--- config.mk ---
export PLATFORM = sky130hd
export DESIGN_NAME = iatpc_regs
export DESIGN_NICKNAME = d
export VERILOG_FILES = /design/src/hdl/iatpc_crc16.v /design/src/hdl/iatpc_regs.v
export VERILOG_INCLUDE_DIRS = /design/src /design/src/common
export SDC_FILE = /design/constraint.sdc
export NUM_CORES = 1
export LEC_CHECK = 0
export ABC_AREA = 1
export BUFFER_PORTS_ARGS = -buffer_cell sky130_fd_sc_hd__buf_2
export CAP_MARGIN = 30
export CORE_MARGIN = 2
export CORE_UTILIZATION = 45
export DETAILED_ROUTE_END_ITERATION = 7
export PLACE_DENSITY = 0.61
export SYNTH_ARGS = -nofsm -noshare
export SYNTH_HDL_FRONTEND = slang
export SYNTH_SLANG_ARGS = --single-unit
--- constraint.sdc ---
create_clock -name mclk_i -period 4 [get_ports mclk_i]
set_input_delay 0.2 -clock mclk_i [delete_from_list [all_inputs] [get_ports mclk_i]]
set_output_delay 0.2 -clock mclk_i [all_outputs]
set_load 0.005 [all_outputs]
--- src/common/iatpc_consts.vh ---
// constants for the isolated adc trim, converter and checksum register bank
`ifndef IATPC_CONSTS_VH
`define IATPC_CONSTS_VH
`define IATPC_ADDR_GAIN_HIGH    6'h0c
`define IATPC_ADDR_GAIN_LOW     6'h0d
`define IATPC_ADDR_CONV_CTRL    6'h31
`define IATPC_ADDR_CHECKSUM     6'h3e
`define IATPC_RST_GAIN_HIGH     16'h8000
`define IATPC_RST_GAIN_LOW      16'h0000
`define IATPC_RST_CONV_CTRL     16'h0000
`define IATPC_RST_CHECKSUM      16'h0000
`define IATPC_RST_GAIN_BYTE     8'h00
`define IATPC_LAST_BIT          5'h17
`define IATPC_FREQ_MSB          11
`define IATPC_FREQ_LSB          8
`define IATPC_ENABLE_BIT        0
`define IATPC_GAIN_LOW_MASK     16'hff00
`define IATPC_CONV_CTRL_MASK    16'h0f01
`define IATPC_CRC_POLY          16'h1021
`define IATPC_CRC_SEED          16'hffff
`define IATPC_CMD_READ          1'b1
`endif

--- src/hdl/iatpc_crc16.v ---
// serial crc-16 engine over a sequence of 16-bit words, one word per cycle
`timescale 1ns/10ps
`default_nettype none
`include "iatpc_consts.vh"
module iatpc_crc16 (
  // clock and reset
  input  wire        mclk_i,
  input  wire        rst_i,
  // control
  input  wire        start_i,
  input  wire        word_valid_i,
  input  wire [15:0] word_i,
  // result
  output wire [15:0] crc_o
);
  reg  [15:0] crc_reg;
  reg  [15:0] crc_next;
  integer     k;

  // fold one 16-bit word, msb first
  always @* begin
    crc_next = start_i ? `IATPC_CRC_SEED : crc_reg;
    if (word_valid_i) begin
      for (k = 15; k >= 0; k = k - 1) begin
        if (crc_next[15] ^ word_i[k])
          crc_next = {crc_next[14:0], 1'b0} ^ `IATPC_CRC_POLY;
        else
          crc_next = {crc_next[14:0], 1'b0};
      end
    end
  end

  always @(posedge mclk_i) begin
    if (rst_i)
      crc_reg <= `IATPC_CRC_SEED;
    else
      crc_reg <= crc_next;
  end

  assign crc_o = crc_reg;
endmodule // iatpc_crc16
`default_nettype wire

--- src/hdl/iatpc_regs.v ---
// register bank: gain trim, isolated converter control, register-map checksum
// Behaviour
// RULE_01: gain bits 7..0 live in low trim bits 15..8; low byte reads zero.
// RULE_02: gain bits 23..8 come from the high gain trim register.
// RULE_03: frequency range field bits 11..8 picks modulator band; 0000 is highest.
// RULE_04: converter control bit 0 enables isolated converter; resets off.
// RULE_05: checksum register presents 16-bit crc of register map, resets zero.
// RULE_06: host may tie chip select low only as sole bus peripheral.
// RULE_07: with chip select tied low host enables both data checksums; the 24-bit frames here carry no checksum.
// RULE_08: with chip select tied low host clocks every word of reads.
// RULE_09: host connects sync reset or sample ready to stay aligned.
// RULE_10: host may count master clocks instead; bit errors then unrecoverable.
// RULE_11: unused sync reset input is held high by the host board.
// RULE_12: checksum recomputed after every register write.
`timescale 1ns/10ps
`default_nettype none
`include "iatpc_consts.vh"
module iatpc_regs (
  // clock and reset
  input  wire        mclk_i,
  input  wire        rst_i,
  // spi pins, asynchronous to mclk_i
  input  wire        spi_sclk_i,
  input  wire        spi_cs_n_i,
  input  wire        spi_mosi_i,
  output wire        spi_miso_o,
  output wire        spi_miso_oe_o,
  // fields to the analog side
  output wire [23:0] gain_factor_o,
  output wire [3:0]  converter_freq_range_o,
  output wire        converter_enable_o
);
  // frame: 24-bit word in, bit23 read flag, bits 21:16 address, 15:0 data
  localparam ST_IDLE = 2'b00;
  localparam ST_CRC  = 2'b01;
  localparam ST_DONE = 2'b10;

  // pin synchronisers; the third sclk stage only feeds edge detection
  reg  [2:0]  sclk_sync_reg;
  reg  [1:0]  cs_sync_reg;
  reg  [1:0]  mosi_sync_reg;

  // programmable registers and the checksum result
  reg  [15:0] gain_high_reg;
  reg  [7:0]  gain_low_byte_reg;
  reg  [15:0] conv_ctrl_reg;
  reg  [15:0] checksum_reg;

  // serial framing
  reg  [23:0] shift_in_reg;
  reg  [4:0]  bit_cnt_reg;
  reg  [15:0] shift_out_reg;
  reg         miso_reg;
  reg         miso_oe_reg;

  // checksum sequencing
  reg  [1:0]  crc_state_reg;
  reg  [1:0]  crc_idx_reg;
  reg         crc_pend_reg;
  reg  [15:0] crc_word;
  wire        crc_start;
  wire        crc_step;
  wire [15:0] crc_val;

  // decoded frame
  reg  [15:0] rd_data;
  wire        sclk_rise;
  wire        sclk_fall;
  wire        cs_active;
  wire [23:0] word_done;
  wire        word_end;
  wire        is_read;
  wire        wr_hit;
  wire [5:0]  addr;

  // sclk: two settling stages plus one for edge detection
  always @(posedge mclk_i) begin
    if (rst_i)
      sclk_sync_reg <= 3'h0; // idle low, so no false rise after reset
    else
      sclk_sync_reg <= {sclk_sync_reg[1:0], spi_sclk_i};
  end

  // chip select resets to its released level
  always @(posedge mclk_i) begin
    if (rst_i)
      cs_sync_reg <= 2'h3;
    else
      cs_sync_reg <= {cs_sync_reg[0], spi_cs_n_i};
  end

  // host data, same latency as the settled sclk stage
  always @(posedge mclk_i) begin
    if (rst_i)
      mosi_sync_reg <= 2'h0;
    else
      mosi_sync_reg <= {mosi_sync_reg[0], spi_mosi_i};
  end

  // edges and frame decode from the settled stages only
  assign sclk_rise = sclk_sync_reg[1] & ~sclk_sync_reg[2];
  assign sclk_fall = ~sclk_sync_reg[1] & sclk_sync_reg[2];
  assign cs_active = ~cs_sync_reg[1];
  assign word_done = {shift_in_reg[22:0], mosi_sync_reg[1]};
  assign word_end  = cs_active & sclk_rise & (bit_cnt_reg == `IATPC_LAST_BIT);
  assign is_read   = word_done[23] == `IATPC_CMD_READ;
  assign wr_hit    = word_end & ~is_read;
  assign addr      = word_done[21:16];

  // read mux; unmapped addresses return zero
  always @* begin
    case (addr)
      `IATPC_ADDR_GAIN_HIGH: rd_data = gain_high_reg;
      `IATPC_ADDR_GAIN_LOW:  rd_data = {gain_low_byte_reg, 8'h00}; // see RULE_01
      `IATPC_ADDR_CONV_CTRL: rd_data = conv_ctrl_reg;
      `IATPC_ADDR_CHECKSUM:  rd_data = checksum_reg; // see RULE_05
      default:               rd_data = 16'h0000;
    endcase
  end

  // serial shifter; a tied-low chip select works as long as words stay aligned
  always @(posedge mclk_i) begin
    if (rst_i) begin
      shift_in_reg  <= 24'h000000;
      bit_cnt_reg   <= 5'h00;
      shift_out_reg <= 16'h0000;
      miso_reg      <= 1'b0;
      miso_oe_reg   <= 1'b0;
    end else begin
      miso_oe_reg <= cs_active;
      if (!cs_active) begin
        bit_cnt_reg <= 5'h00;
      end else if (sclk_rise) begin
        shift_in_reg <= word_done;
        bit_cnt_reg  <= (bit_cnt_reg == `IATPC_LAST_BIT) ? 5'h00 : bit_cnt_reg + 5'h01;
        if (word_end)
          shift_out_reg <= is_read ? rd_data : 16'h0000;
      end else if (sclk_fall) begin
        miso_reg      <= shift_out_reg[15];
        shift_out_reg <= {shift_out_reg[14:0], 1'b0};
      end
    end
  end

  // register writes
  always @(posedge mclk_i) begin
    if (rst_i) begin
      gain_high_reg     <= `IATPC_RST_GAIN_HIGH;
      gain_low_byte_reg <= `IATPC_RST_GAIN_BYTE;
      conv_ctrl_reg     <= `IATPC_RST_CONV_CTRL; // see RULE_04
    end else if (wr_hit) begin
      case (addr)
        `IATPC_ADDR_GAIN_HIGH: gain_high_reg     <= word_done[15:0]; // see RULE_02
        `IATPC_ADDR_GAIN_LOW:  gain_low_byte_reg <= word_done[15:8]; // see RULE_01
        `IATPC_ADDR_CONV_CTRL: conv_ctrl_reg     <= word_done[15:0] & `IATPC_CONV_CTRL_MASK; // see RULE_03
        default: ;
      endcase
    end
  end

  // checksum walk over the three writable registers after each write
  always @* begin
    case (crc_idx_reg)
      2'h0:    crc_word = gain_high_reg;
      2'h1:    crc_word = {gain_low_byte_reg, 8'h00};
      default: crc_word = conv_ctrl_reg;
    endcase
  end

  // recompute request; a write in the pickup cycle wins over the clear
  always @(posedge mclk_i) begin
    if (rst_i)
      crc_pend_reg <= 1'b0;
    else if (wr_hit)
      crc_pend_reg <= 1'b1; // see RULE_12
    else if ((crc_state_reg == ST_IDLE) && crc_pend_reg)
      crc_pend_reg <= 1'b0;
  end

  // three-word walk, then latch the result
  always @(posedge mclk_i) begin
    if (rst_i) begin
      crc_state_reg <= ST_IDLE;
      crc_idx_reg   <= 2'h0;
      checksum_reg  <= `IATPC_RST_CHECKSUM;
    end else begin
      case (crc_state_reg)
        ST_IDLE: begin
          if (crc_pend_reg) begin
            crc_idx_reg   <= 2'h0;
            crc_state_reg <= ST_CRC;
          end
        end
        ST_CRC: begin
          crc_idx_reg <= crc_idx_reg + 2'h1;
          if (crc_idx_reg == 2'h2)
            crc_state_reg <= ST_DONE;
        end
        ST_DONE: begin
          checksum_reg  <= crc_val; // see RULE_05
          crc_state_reg <= ST_IDLE;
        end
        default: crc_state_reg <= ST_IDLE;
      endcase
    end
  end

  // the engine seeds itself on the first word of the walk
  assign crc_start = (crc_state_reg == ST_CRC) && (crc_idx_reg == 2'h0);
  assign crc_step  = (crc_state_reg == ST_CRC);

  iatpc_crc16 u_crc (
    .mclk_i       (mclk_i),
    .rst_i        (rst_i),
    .start_i      (crc_start),
    .word_valid_i (crc_step),
    .word_i       (crc_word),
    .crc_o        (crc_val)
  );

  assign spi_miso_o             = miso_reg;
  assign spi_miso_oe_o          = miso_oe_reg;
  assign gain_factor_o          = {gain_high_reg, gain_low_byte_reg}; // see RULE_02
  assign converter_freq_range_o = conv_ctrl_reg[`IATPC_FREQ_MSB:`IATPC_FREQ_LSB]; // see RULE_03
  assign converter_enable_o     = conv_ctrl_reg[`IATPC_ENABLE_BIT]; // see RULE_04
endmodule // iatpc_regs
`default_nettype wire

==> qor.yml <==
floorplan:
  die_x_um: 116.8
  num_rows: 41
  num_io_pins: 36
  die-area_mm2: 0.01365
  dieHeight_um: 116.8
  core_area_mm2: 0.01252
  initial_utilization_pct: 45.77
global_route:
  grt_usage_pct: 23.87
  grt_pass1_wl_mm: 25.10
  grt-ovfl-total: 0
  grt_pass1_vias: 4941
  antenna_found_initial: 0
  grt_start_max_net_pins: 72
yosys:
  ys_top_cells_by_count: "nand2_1, dfxtp_1, a21oi_1"
  synth_most_common_cell: "nand2_1"
  synth.top_cell.area_share_pct: 41.58
  yosysWarnings: 0
  synth-edff-count: 0
  async_reset_ff_share_pct: 0
  synth_cell_types: 37
  dominantRegCellSynth: "dfxtp_1"
  syn_area_mm2: 0.005729
  postSynthCellCount: 796
  synth_top_area_cell: "dfxtp_1"
  synthTopCellsByArea: "dfxtp_1, nand2_1, a21oi_1"
  synth_nets: 806
  yosysSeqAreaShare_pct: 41.58
  syn_avg_cell_area_um2: 7.198
  synth_seq_cells: 119
min_path:
  whs_path_depth: 2
  hp-class: "primary input to flip-flop"
  min_from: "rst_i"
  hold_end: "mosi_sync_reg[1]$_SDFF_PP0_"
critical_path:
  r2r_start: "crc_idx_reg[0]$_SDFFE_PP0P_"
  arrival_ps: 3150
  required_ps: 4270
  reg2reg_depth: 15
  ff2ff_setup_slack_ps: 1110
  start_kind: "flip-flop"
  end_kind: "flip-flop"
  r2r-end: "u_crc.crc_o[3]$_SDFF_PP1_"
  worst-setup-path-type: "flip-flop to flip-flop"
  crit_fanout: 21
cts:
  h-tree-depth: 4
  insertion_delay_ps: 420
  path_clk_slew_ps: 50
  cts.path.max_buffers: 2
  cts-resized-gates: 0
  cts_inserted_buffers: 17
  cts_setup_buffers: 0
  cts_tree: "done"
  cts-root-buf: "clkbuf_16"
  cts_sinks: 119
drt:
  drtIter0Drc: 321
  routed_via_density: 5.326
  wl_per_cell_um: 15.15
  via_count: 5342
  routed_wl_mm: 15.20
  drc: 0
  postRouteAntennaNets: 0
  dr.pass1.iters: 5
power_and_ir_drop:
  pwr-share-comb_pct: 1.4
  p_per_area_mw_per_mm2: 423.6
  p_seq_share_pct: 42.7
  p_total_mw: 2.800
  power_switching_uw: 559.3
  clkPwrFrac_pct: 55.9
  switching_share_pct: 19.98
  ir_worst_vdd_uv: 273.1
  cell_internal_pwr_mw: 2.241
  leakagePower_nw: 2.882
sta:
  drv_slew: 0
  hold_ws_ps: 397.0
  rsz0062_at_grt: "false"
  fmax_ghz: 0.3464
  fin_ws_ps: 1113
  setup_tns_ps: 0
  skew_ps: 7.151
  finalSetupViolCount: 0
  period_share_pct: 72.16
  relSlewSlack_pct: 38.88
  hold_viol: 0
  tightest_slew_ps: 916.9
  fin_crit_ps: 2887
final_layout:
  nets: 830
  drive_above_1_share_pct: 14.20
  largest_register_ffs: 23
  diodes: 0
  fin_util_pct: 52.81
  final_cell_area_mm2: 0.006610
  final_cell_count_no_fill: 1003
  areaGrowthSynthToFinish_pct: 15.37
place:
  dp_cells: 970
  dpl-instance-area_mm2: 0.005973
  dpl_worst_slack_ps: 1146
  place_congestion: 0.9447
  dp_hpwl_mm: 10.77
  io_buffers: 35
run:
  drv_cap: 0
status:
  outcome: "completed"
==> power groups by stage <==
| stage | clock network (mW) | registers (mW) | logic, mW |
|---|---|---|---|
| 2_1_floorplan | 0 | 1.22 | 0.0273 |
| 3_3_place_gp | 0 | 1.22 | 0.0359 |
| 3_5_place_dp | 0 | 1.22 | 0.0368 |
| 4_1_cts | 1.58 | 1.20 | 0.0393 |
| 5_1_grt | 1.64 | 1.20 | 0.0437 |
| 6_report | 1.56 | 1.20 | 0.0392 |
==> kinds of logic (layout without fill, tap and decap cells) <==
kind of cell | Yosys count | count (layout) | share of synthesized area [%]
AOI/OAI and AO/OA | 194 | 194 | 18.59
xor gates and xnor gates | 12 | 12 | 2.228
adders and majority gates | 5 | 5 | 1.092
buffers and inverters | 126 | 161 | 8.976
DFF | 119 | 119 | 41.58
and+or+nand+nor | 340 | 340 | 27.54
==> placed cells by master (no fill, tap or decap), types with 4 or more instances in the layout <==
cell type / count
nor3_1: 4
buf_2: 35
nand2_4: 5
nand2_2: 18
nand3_2: 6
nand3_1: 56
inv_2: 7
a21oi_1: 83
inv_1: 81
o21ai_0: 74
nand2_1: 198
o211ai_1: 5
buf_4: 5
a31oi_1: 15
xnor2_1: 5
clkbuf_8: 4
nor2_1: 31
nand4_1: 10
clkbuf_16: 17
xor2_1: 4
ha_1: 5
a22o_1: 7
dfxtp_1: 119
==> area by class of cell <==
cell class,count,area [µm²]
inverters,88,330.3
clock inverters,7,118.9
clock buffers,23,488.0
multi-input cells,551,2833
repair buffers,43,242.7
flip-flops and latches,119,2382
well taps,172,215.2
fillers,1247,5907
==> layer usage <==
layer	global-route usage [%]	part of all wire (%)	vias to the layer above
met1	31.39	47	2482
li1	-	-	2669
met4	12.16	2.8	0
met5	0	0	-
met3	5.407	5.1	32
met2	36.92	45	159
==> worst max-delay path, stage by stage (launching register included) <==
cell      delay (ps)
dfxtp_1          320
inv_1            120
ha_1             680
nand3_4          340
nand2_1          200
inv_1             70
nand2_1           60
nand2_1          110
nand2_1          140
nand3b_1         160
nand2_2          160
inv_1             80
nand2_2           80
nand2_2           70
nand2_1           60
o211ai_1         100
==> worst max path at each step <==
| stage | endpoint | cells after the start | slack [ps] | from |
|---|---|---|---|---|
| detailed placement | u_crc.crc_o[8]$_SDFF_PP1_ | 17 | 1150 | crc_idx_reg[0]$_SDFFE_PP0P_ |
| finish | u_crc.crc_o[3]$_SDFF_PP1_ | 15 | 1110 | crc_idx_reg[0]$_SDFFE_PP0P_ |
| global placement | u_crc.crc_o[3]$_SDFF_PP1_ | 15 | 1230 | crc_idx_reg[0]$_SDFFE_PP0P_ |
| global route | u_crc.crc_o[8]$_SDFF_PP1_ | 17 | 680 | crc_idx_reg[0]$_SDFFE_PP0P_ |
| floorplan | u_crc.crc_o[7]$_SDFF_PP1_ | 17 | 2030 | crc_idx_reg[0]$_SDFFE_PP0P_ |
| CTS | u_crc.crc_o[8]$_SDFF_PP1_ | 17 | 1130 | crc_idx_reg[0]$_SDFFE_PP0P_ |
==> repair_timing <==
action / CTS / global route
hold buffers: 3 / 0
endpoints found under the hold margin: 3 / 0
endpoints found under the setup margin: 0 / 0
Power figures use the tool's default switching activity.
